**src/pkg/sap_pkg.sv**
```systemverilog
// shared constants and types of the stereo serial output port
package sap_pkg;

    // sample word and frame layout
    localparam int unsigned SAMPLE_W       = 24;
    localparam int unsigned SLOT_BITS      = 32;
    localparam int unsigned FRAME_BITS     = 64;         // bit clock is 64 x output_sample_rate
    localparam int unsigned BIT_IDX_W      = 6;
    localparam int unsigned FIFO_DEPTH     = 4;

    // system clock rate and derived timing
    localparam int unsigned CLK_KHZ        = 40000;      // 40 MHz, 25 ns period
    localparam int unsigned OVR_TMO_441_MS = 740;        // 44.1/88.2/176.4 kHz family
    localparam int unsigned OVR_TMO_48_MS  = 680;        // 48/96/192 kHz family
    localparam int unsigned OVR_CYC_441    = OVR_TMO_441_MS * CLK_KHZ;
    localparam int unsigned OVR_CYC_48     = OVR_TMO_48_MS * CLK_KHZ;
    localparam int unsigned OVR_CNT_W      = 25;

    // overflow pin update point, in bit-clock periods after a frame edge
    localparam logic [5:0]  OVF_DLY_LJ     = 6'h01;
    localparam logic [5:0]  OVF_DLY_I2S    = 6'h02;
    localparam int unsigned OVF_SETUP_BCLK = 16;
    localparam int unsigned OVF_HOLD_BCLK  = 1;

    // speed mode codes on {speed_mode_sel_hi, speed_mode_sel_lo}
    localparam logic [1:0]  SPD_SINGLE     = 2'h0;
    localparam logic [1:0]  SPD_DOUBLE     = 2'h1;
    localparam logic [1:0]  SPD_QUAD       = 2'h2;
    localparam logic [1:0]  SPD_RESERVED   = 2'h3;

    // allowed output_sample_rate ranges, kHz
    localparam int unsigned FS_SINGLE_MIN  = 2;
    localparam int unsigned FS_SINGLE_MAX  = 51;
    localparam int unsigned FS_DOUBLE_MIN  = 50;
    localparam int unsigned FS_DOUBLE_MAX  = 102;
    localparam int unsigned FS_QUAD_MIN    = 100;
    localparam int unsigned FS_QUAD_MAX    = 204;

    // master bit clock half period in divided master clock ticks
    // (256x single speed -> /4, 128x double and quad -> /2)
    localparam logic [1:0]  BCLK_HALF_SINGLE = 2'h2;
    localparam logic [1:0]  BCLK_HALF_FAST   = 2'h1;

    // offset filter time constant, 2^HPF_SHIFT samples
    localparam int unsigned HPF_SHIFT      = 10;

    // serializer states
    typedef enum logic {
        SAP_WAIT,
        SAP_SHIFT
    } sap_state_t;

endpackage

```
**src/pkg/sap_stream_if.sv**
```systemverilog
// valid/ready stream carrying sample pairs into and out of the fifo
`timescale 1ns/1ps
interface sap_stream_if #(
    parameter int unsigned W = 48
);
    logic [W-1:0] wdata;
    logic         wvalid;
    logic         wready;
    logic [W-1:0] rdata;
    logic         rvalid;
    logic         rready;

    modport fifo (
        input  wdata,
        input  wvalid,
        output wready,
        output rdata,
        output rvalid,
        input  rready
    );

    modport user (
        output wdata,
        output wvalid,
        input  wready,
        input  rdata,
        input  rvalid,
        output rready
    );
endinterface

```
**src/logic/sap_fifo.sv**
```systemverilog
// small synchronous fifo for sample pairs
`timescale 1ns/1ps
module sap_fifo #(
    parameter int unsigned W     = 48,
    parameter int unsigned DEPTH = 4
) (
    input  wire logic clk_sys,
    input  wire logic rst_n,
    sap_stream_if.fifo s
);
    localparam int unsigned PW = (DEPTH > 1) ? $clog2(DEPTH) : 1;
    localparam int unsigned CW = $clog2(DEPTH + 1);

    logic [W-1:0]  mem [DEPTH];
    logic [PW-1:0] wr_ptr;
    logic [PW-1:0] rd_ptr;
    logic [CW-1:0] count;

    wire do_wr = s.wvalid && s.wready;
    wire do_rd = s.rvalid && s.rready;

    // honest flags straight from the occupancy count
    assign s.wready = (count != CW'(DEPTH));
    assign s.rvalid = (count != '0);
    assign s.rdata  = mem[rd_ptr];

    // storage has no reset, only valid words are ever read
    always_ff @(posedge clk_sys) begin
        if (do_wr) begin
            mem[wr_ptr] <= s.wdata;
        end
    end

    // pointers wrap at DEPTH so non power of two depths work too
    always_ff @(posedge clk_sys or negedge rst_n) begin
        if (!rst_n) begin
            wr_ptr <= '0;
            rd_ptr <= '0;
            count  <= '0;
        end else begin
            if (do_wr) begin
                wr_ptr <= (wr_ptr == PW'(DEPTH - 1)) ? '0 : wr_ptr + 1'b1;
            end
            if (do_rd) begin
                rd_ptr <= (rd_ptr == PW'(DEPTH - 1)) ? '0 : rd_ptr + 1'b1;
            end
            count <= count + CW'(do_wr) - CW'(do_rd);
        end
    end
endmodule

```
**src/logic/sap_port.sv**
```systemverilog
// serial sample output port with clock generation, offset filter and overflow pin
`timescale 1ns/1ps
module sap_port #(
    parameter int unsigned OVR_TIMEOUT_441 = sap_pkg::OVR_CYC_441,
    parameter int unsigned OVR_TIMEOUT_48  = sap_pkg::OVR_CYC_48,
    parameter int unsigned DEPTH           = sap_pkg::FIFO_DEPTH
) (
    input  wire logic                         clk_sys,
    input  wire logic                         rst_n,
    input  wire logic                         clock_master_sel,
    input  wire logic                         master_clock_halve,
    input  wire logic                         offset_filter_enable,
    input  wire logic                         frame_format_select,
    input  wire logic                         speed_mode_sel_lo,
    input  wire logic                         speed_mode_sel_hi,
    input  wire logic                         rate_family_48k,
    input  wire logic [sap_pkg::SAMPLE_W-1:0] sample_left,
    input  wire logic [sap_pkg::SAMPLE_W-1:0] sample_right,
    input  wire logic                         sample_valid,
    output logic                              sample_ready,
    input  wire logic                         overrange_left,
    input  wire logic                         overrange_right,
    input  wire logic                         channel_frame_clock_in,
    output logic                              channel_frame_clock_out,
    output logic                              channel_frame_clock_oe,
    input  wire logic                         bit_clock_in,
    output logic                              bit_clock_out,
    output logic                              bit_clock_oe,
    output logic                              serial_sample_out,
    output logic                              overflow_out,
    output logic                              overflow_oe
);
    import sap_pkg::*;

    localparam int unsigned SW = SAMPLE_W;
    localparam int unsigned AW = SAMPLE_W + HPF_SHIFT;
    localparam int unsigned NS = 9;

    // ---------------- pin synchronisers ----------------
    logic [NS-1:0] sync1;
    logic [NS-1:0] sync2;
    wire  [NS-1:0] pins_raw = {clock_master_sel, master_clock_halve, offset_filter_enable,
                               frame_format_select, speed_mode_sel_lo, speed_mode_sel_hi,
                               rate_family_48k, channel_frame_clock_in, bit_clock_in};

    // the nine control and clock pins pass two flops; only sync2 is read by logic
    genvar gi;
    generate
        for (gi = 0; gi < NS; gi++) begin : g_sync
            always_ff @(posedge clk_sys or negedge rst_n) begin
                if (!rst_n) begin
                    sync1[gi] <= 1'b0;
                    sync2[gi] <= 1'b0;
                end else begin
                    sync1[gi] <= pins_raw[gi];
                    sync2[gi] <= sync1[gi];
                end
            end
        end
    endgenerate

    wire       is_master  = sync2[8];
    wire       halve      = sync2[7];
    wire       hpf_track  = sync2[6];
    wire       fmt_i2s    = sync2[5];
    wire [1:0] speed      = {sync2[3], sync2[4]};
    wire       fam_48     = sync2[2];
    wire       channel_frame_clock_pin   = sync2[1];
    wire       bclk_pin   = sync2[0];

    // a reserved mode code parks the port rather than guessing a rate
    wire       mode_ok    = (speed != SPD_RESERVED);
    wire [1:0] bclk_half  = (speed == SPD_SINGLE) ? BCLK_HALF_SINGLE : BCLK_HALF_FAST;

    // ---------------- master clock generation ----------------
    logic           div_phase;
    logic [1:0]     half_cnt;
    logic           m_bclk;
    logic [5:0]     m_bit_cnt;
    logic           m_channel_frame_clock;

    // halving the master clock means every second system edge counts
    wire tick        = halve ? div_phase : 1'b1;
    wire half_done   = tick && (half_cnt == bclk_half - 2'h1);
    wire m_fall      = half_done && m_bclk;
    wire [5:0] next_m_bit_cnt = m_bit_cnt + 6'h01;
    // left slot is high in left-justified, low in I2S
    wire next_m_channel_frame_clock = ~next_m_bit_cnt[5] ^ fmt_i2s;

    // bit clock is 64 x frame clock, both derived from clk_sys
    always_ff @(posedge clk_sys or negedge rst_n) begin
        if (!rst_n) begin
            div_phase <= 1'b0;
            half_cnt  <= 2'h0;
            m_bclk    <= 1'b0;
            m_bit_cnt <= 6'h3f;
            m_channel_frame_clock    <= 1'b0;
        end else if (!is_master || !mode_ok) begin
            div_phase <= 1'b0;
            half_cnt  <= 2'h0;
            m_bclk    <= 1'b0;
            m_bit_cnt <= 6'h3f;
            m_channel_frame_clock    <= fmt_i2s;
        end else begin
            div_phase <= ~div_phase;
            if (tick) begin
                half_cnt <= half_done ? 2'h0 : half_cnt + 2'h1;
            end
            if (half_done) begin
                m_bclk <= ~m_bclk;
            end
            if (m_fall) begin
                m_bit_cnt <= next_m_bit_cnt;
                m_channel_frame_clock    <= next_m_channel_frame_clock;
            end
        end
    end

    // clock pins driven only as master in a legal mode
    assign bit_clock_out           = m_bclk;
    assign channel_frame_clock_out = m_channel_frame_clock;
    assign bit_clock_oe            = is_master && mode_ok;
    assign channel_frame_clock_oe  = is_master && mode_ok;

    // ---------------- common edge view ----------------
    wire  bclk_lvl = is_master ? m_bclk : bclk_pin;
    wire  channel_frame_clock_lvl = is_master ? m_channel_frame_clock : channel_frame_clock_pin;
    logic bclk_prev;
    logic channel_frame_clock_at_fall;

    wire  fall       = bclk_prev && !bclk_lvl;
    wire  frame_edge = fall && (channel_frame_clock_lvl != channel_frame_clock_at_fall);
    // frame clock high is left in left-justified, low is left in I2S
    wire  new_left   = channel_frame_clock_lvl ^ fmt_i2s;

    always_ff @(posedge clk_sys or negedge rst_n) begin
        if (!rst_n) begin
            bclk_prev    <= 1'b0;
            channel_frame_clock_at_fall <= 1'b0;
        end else begin
            bclk_prev <= bclk_lvl;
            if (fall) begin
                channel_frame_clock_at_fall <= channel_frame_clock_lvl;
            end
        end
    end

    // ---------------- offset filter ----------------
    wire  [SW-1:0] sample_in [2];
    logic [SW-1:0] filtered  [2];
    assign sample_in[0] = sample_left;
    assign sample_in[1] = sample_right;

    sap_stream_if #(.W(2 * SW)) pair_q ();
    wire accept = pair_q.wvalid && pair_q.wready;

    // the offset estimate tracks while enabled and freezes, still subtracted, when not
    generate
        for (gi = 0; gi < 2; gi++) begin : g_hpf
            logic signed [AW-1:0] acc;
            wire  signed [SW-1:0] dc   = acc[AW-1:HPF_SHIFT];
            wire  signed [SW:0]   diff = {sample_in[gi][SW-1], sample_in[gi]} - {dc[SW-1], dc};
            wire                  ovf  = diff[SW] != diff[SW-1];
            // saturate so the result stays a legal two's complement word
            assign filtered[gi] = ovf ? {diff[SW], {(SW-1){~diff[SW]}}} : diff[SW-1:0];

            always_ff @(posedge clk_sys or negedge rst_n) begin
                if (!rst_n) begin
                    acc <= '0;
                end else if (accept && hpf_track) begin
                    acc <= acc + AW'(diff);
                end
            end
        end
    endgenerate

    assign pair_q.wdata  = {filtered[0], filtered[1]};
    assign pair_q.wvalid = sample_valid;
    assign sample_ready  = pair_q.wready;

    sap_fifo #(
        .W     (2 * SW),
        .DEPTH (DEPTH)
    ) u_fifo (
        .clk_sys (clk_sys),
        .rst_n   (rst_n),
        .s       (pair_q.fifo)
    );

    // ---------------- serializer ----------------
    sap_state_t          state;
    logic [SW-1:0]       shreg;
    logic [SW-1:0]       right_word;
    logic [BIT_IDX_W-1:0] bit_idx;
    logic                sdo;

    // a pair is taken at the start of each left slot; empty fifo sends silence
    assign pair_q.rready = frame_edge && new_left && mode_ok;
    wire [SW-1:0] left_word = pair_q.rvalid ? pair_q.rdata[2*SW-1:SW] : '0;
    wire [SW-1:0] slot_word = new_left ? left_word : right_word;

    always_ff @(posedge clk_sys or negedge rst_n) begin
        if (!rst_n) begin
            state      <= SAP_WAIT;
            shreg      <= '0;
            right_word <= '0;
            bit_idx    <= '0;
            sdo        <= 1'b0;
        end else if (!mode_ok) begin
            state <= SAP_WAIT;
            sdo   <= 1'b0;
        end else if (frame_edge) begin
            state   <= SAP_SHIFT;
            bit_idx <= '0;
            if (new_left) begin
                right_word <= pair_q.rvalid ? pair_q.rdata[SW-1:0] : '0;
            end
            if (fmt_i2s) begin
                sdo   <= 1'b0;
                shreg <= slot_word;
            end else begin
                sdo   <= slot_word[SW-1];
                shreg <= {slot_word[SW-2:0], 1'b0};
            end
        end else if (fall && state == SAP_SHIFT) begin
            // msb first, zeros fill the rest of the 32-bit slot
            sdo     <= shreg[SW-1];
            shreg   <= {shreg[SW-2:0], 1'b0};
            bit_idx <= (bit_idx == BIT_IDX_W'(FRAME_BITS - 1)) ? bit_idx : bit_idx + 1'b1;
        end
    end

    assign serial_sample_out = sdo;

    // ---------------- overflow timeout ----------------
    logic [OVR_CNT_W-1:0] ovr_cnt;
    wire  ovr_event  = overrange_left || overrange_right;
    wire  [OVR_CNT_W-1:0] ovr_load = fam_48 ? OVR_CNT_W'(OVR_TIMEOUT_48)
                                            : OVR_CNT_W'(OVR_TIMEOUT_441);
    wire  ovr_active = (ovr_cnt != '0);

    // one shared timer, so a hit on either side keeps both flags low
    always_ff @(posedge clk_sys or negedge rst_n) begin
        if (!rst_n) begin
            ovr_cnt <= '0;
        end else if (ovr_event) begin
            ovr_cnt <= ovr_load;
        end else if (ovr_active) begin
            ovr_cnt <= ovr_cnt - 1'b1;
        end
    end

    // ---------------- overflow pin ----------------
    logic ovf_pin_low;
    wire [5:0] ovf_dly  = fmt_i2s ? OVF_DLY_I2S : OVF_DLY_LJ;
    // updating early in the slot leaves 30 or 31 bit clocks of setup and 1 or 2 bit clocks of hold
    wire ovf_update = fall && !frame_edge && state == SAP_SHIFT
                      && (BIT_IDX_W'(bit_idx + 1'b1) == BIT_IDX_W'(ovf_dly));

    always_ff @(posedge clk_sys or negedge rst_n) begin
        if (!rst_n) begin
            ovf_pin_low <= 1'b0;
        end else if (!mode_ok) begin
            ovf_pin_low <= 1'b0;
        end else if (ovf_update) begin
            ovf_pin_low <= ovr_active || ovr_event;
        end
    end

    // open drain: only ever pulls low, released otherwise
    assign overflow_out = 1'b0;
    assign overflow_oe  = ovf_pin_low;
endmodule

```
**config.mk**
```make
export PLATFORM = sky130hd
export DESIGN_NAME = sap_port
export DESIGN_NICKNAME = d
export VERILOG_FILES = /design/src/pkg/sap_pkg.sv /design/src/pkg/sap_stream_if.sv /design/src/logic/sap_fifo.sv /design/src/logic/sap_port.sv
export SDC_FILE = /design/constraint.sdc
export NUM_CORES = 1
export LEC_CHECK = 0
export BUFFER_PORTS_ARGS = -buffer_cell sky130_fd_sc_hd__buf_2
export CORE_ASPECT_RATIO = 0.9
export CORE_UTILIZATION = 50
export DETAILED_ROUTE_END_ITERATION = 8
export GPL_TIMING_DRIVEN = 0
export PLACE_DENSITY = 0.73
export SLEW_MARGIN = 20
export SYNTH_ARGS = -nofsm -noshare
export SYNTH_HDL_FRONTEND = slang
export SYNTH_SLANG_ARGS = --single-unit
```
**constraint.sdc**
```tcl
create_clock -name clk_sys -period 6.4 [get_ports clk_sys]
set_clock_uncertainty 0.05 [all_clocks]
set_input_delay 1.28 -clock clk_sys [delete_from_list [all_inputs] [get_ports clk_sys]]
set_output_delay 1.28 -clock clk_sys [all_outputs]
set_load 0.05 [all_outputs]
```
==> metrics <==
status completed; Post-synth EDFFs 192; Vias per Instance 5.88; vias 15300; Final nets 2212; root buf cell clkbuf_16; max-slew violations 0; antenna cells 0; row count 71; largest cells by area after synthesis edfxtp_1 27%, dfrtp_1 22%, ha_1 7.3%; layout cells sized above 1 0.129; vias in the first global route 15000; initial antenna violation count 0; critical path required time 6.79 ns; Seq. cell area 0.0105 mm²; worst hold margin 0.298 ns; CP max-delay cell nor4b_1; CP most frequent cell inv_1; Hold WC Path Type register to register; synth unique cells 84; Placer Congestion 0.911; max cap viols 0; delay-heaviest family, CP compound AO/OA/AOI/OAI gates; grt ovf 0; cell with the most instances after synthesis edfxtp_1; Worst-Margin Slew 0.893 ns; final period utilization 0.948; CTS tree done; syn nets 2096; PnR worst setup slack 0.330 ns; max frequency 165 MHz; drt pass-1 iters 5; DRC Markers 0; largest net degree at the start of global routing 97; HPWL after DPL 35200 µm; Layout area overhead 12.6%; first-pass GRT wire length 78100 µm; Mapped Area 0.0212 mm²; final setup fails 0; Syn. warnings 0; Die X 219 µm; PortBufs 68; met3 routed WL 2770 µm; commonest cells in the netlist 192 x edfxtp_1, 182 x dfrtp_1, 178 x nand2_1; r2r endpoint g_hpf[1].acc[29]; area of the multi-input gates 0.0100 mm²; Cell Chain, Critical Path buf_2 -> inv_1 -> ha_1 -> inv_1 -> fa_1 -> a211o_1 -> a2111oi_4 -> o2111ai_1 -> a41o_1 -> a211oi_4 -> nor2_2 -> a2bb2oi_2 -> buf_6 -> inv_1 -> ha_1 -> nand2_1 -> nor4b_1 -> a211oi_1 -> o21ai_0 -> a21oi_1 -> xnor2_1 -> mux2_2; DRT met1 WL 22300 µm; reg-to-reg setup timing slack 0.80 ns; Top FF cell, synth edfxtp_1; Async SR Flop Fraction 0.495; CTS Buffer Depth 3; fill count 3454; H-tree levels 2; GRT Total Usage 0.229; kind of critical path input port to register; DR top layer met4; Worst Path Buf+Inv 5; Initial Util 0.507; Detail Route met2 WL 22600 µm; clk sink count 380; die area 0.0432 mm²; TritonCTS Buffers 40; Critical Path AT 6.46 ns; Worst setup EP type register; Synth top area share 0.272; crit-path max FO 10; DRT Wirelength 48800 µm; clock transition at the registers of the reported paths 0.06 ns; register area share after synthesis 0.495; Mapped Cells 1905; antenna-violating nets left 0; Post-CTS Setup Bufs 0; Core ar. 0.0418 mm²; Critical R2R Launch g_hpf[1].acc[10]; Synth area leader edfxtp_1; RSZ-0062 raised after global routing false; hold path endpoint hpf_track; Seq cells post-synth 380; worst hold path depth 0; Iter 0 DRT Violations 1220; slowest stage delay, CP 0.44 ns; final hold violation count 0; Ports 70; minimum clock period 6.07 ns; hold_sp sync1[6]; Post-Place Setup Slack -0.260 ns; Critical Path Start Type input port; worst reg2reg path depth 20; clk_lat worst skew 0.56 ns; relative slew slack 0.405; syn_area_per_cell 11.1 µm²; Routed wire per std cell 18.8 µm; Die Span Y 197 µm
-- placed cells by master (no fill, tap or decap), drive strengths merged, types with 75 or more instances in the layout --
cell type	count
edfxtp	192
nand2	178
dfrtp	182
o21ai	162
nor2	93
ha	124
a21oi	127
xnor2	75
inv	100
buf	91
clkbuf	106
-- metrics by stage --
stage / utilization / instances / TNS (ns) / cell area [µm²]
final: 0.571 / 2600 / 0 / 23800
after global routing: 0.571 / 2600 / 0 / 23800
after CTS: 0.571 / 2600 / 0 / 23800
after detailed placement: 0.536 / 2526 / -1.29 / 22400
after global placement: 0.532 / 2520 / -0.868 / 22200
after floorplan: - / 1905 / 0 / 21200
-- final cells by class --
cell class                      count  share of cell area
Tap cell                          547              0.0287
Clock buffer                       50              0.0453
Sequential cell                   380               0.440
Buffer                             73              0.0132
Inverter                           99              0.0156
Clock inverter                     24              0.0153
Timing Repair Buffer               74              0.0216
Multi-Input combinational cell   1353               0.421
-- worst max-delay path by stage --
stage          depth (start not counted)  slack [ns]       startpoint               end
5_1_grt                               26       0.009  sample_right[0]  g_hpf[1].acc[32]
4_1_cts                               24        0.29   sample_left[0]  g_hpf[0].acc[33]
3_5_place_dp                          24       -0.26   sample_left[0]  g_hpf[0].acc[33]
3_3_place_gp                          24       -0.21   sample_left[0]  g_hpf[0].acc[33]
6_report                              22        0.33  sample_right[0]  g_hpf[1].acc[29]
2_1_floorplan                         25        0.66  sample_right[0]  g_hpf[1].acc[32]
-- per-layer routing --
layer,vias up,track usage
met5,-,0
met4,0,0.0682
met3,76,0.0366
met2,410,0.370
met1,7525,0.320
li1,7275,-
-- flip-flops by register name, summed over array words and instances (netlist names), 2 cells and up --
| signal | cells |
|---|---|
| bit_idx | 6 |
| g_hpf.acc | 68 |
| half_cnt | 2 |
| m_bit_cnt | 6 |
| ovr_cnt | 25 |
| right_word | 24 |
| shreg | 24 |
| speed | 2 |
| sync1 | 9 |
| u_fifo.count | 3 |
| u_fifo.mem | 192 |
| u_fifo.rd_ptr | 2 |
| u_fifo.wr_ptr | 2 |
-- what timing repair did --
item	CTS	global route
gates resized for setup	0	3
setup endpoints to repair	0	3
hold buffers	0	0
-- cell families (layout without fill, tap and decap cells) --
kind of cell / count (synthesis) / in the layout / share of synthesized area
buffers and inverters: 172 / 320 / 0.0323
other: 1 / 1 / 0.000177
flip-flops: 380 / 380 / 0.495
adder cells (fa/ha/maj): 169 / 169 / 0.0986
XOR/XNOR: 123 / 123 / 0.0512
AND/OR/NAND/NOR: 470 / 470 / 0.105
AO/OA/AOI/OAI: 534 / 534 / 0.163
multiplexers: 56 / 56 / 0.0551
Power is left out: the tool's default activity adds up to more than one toggle a clock period on the data nets, which glitch-free logic cannot reach.
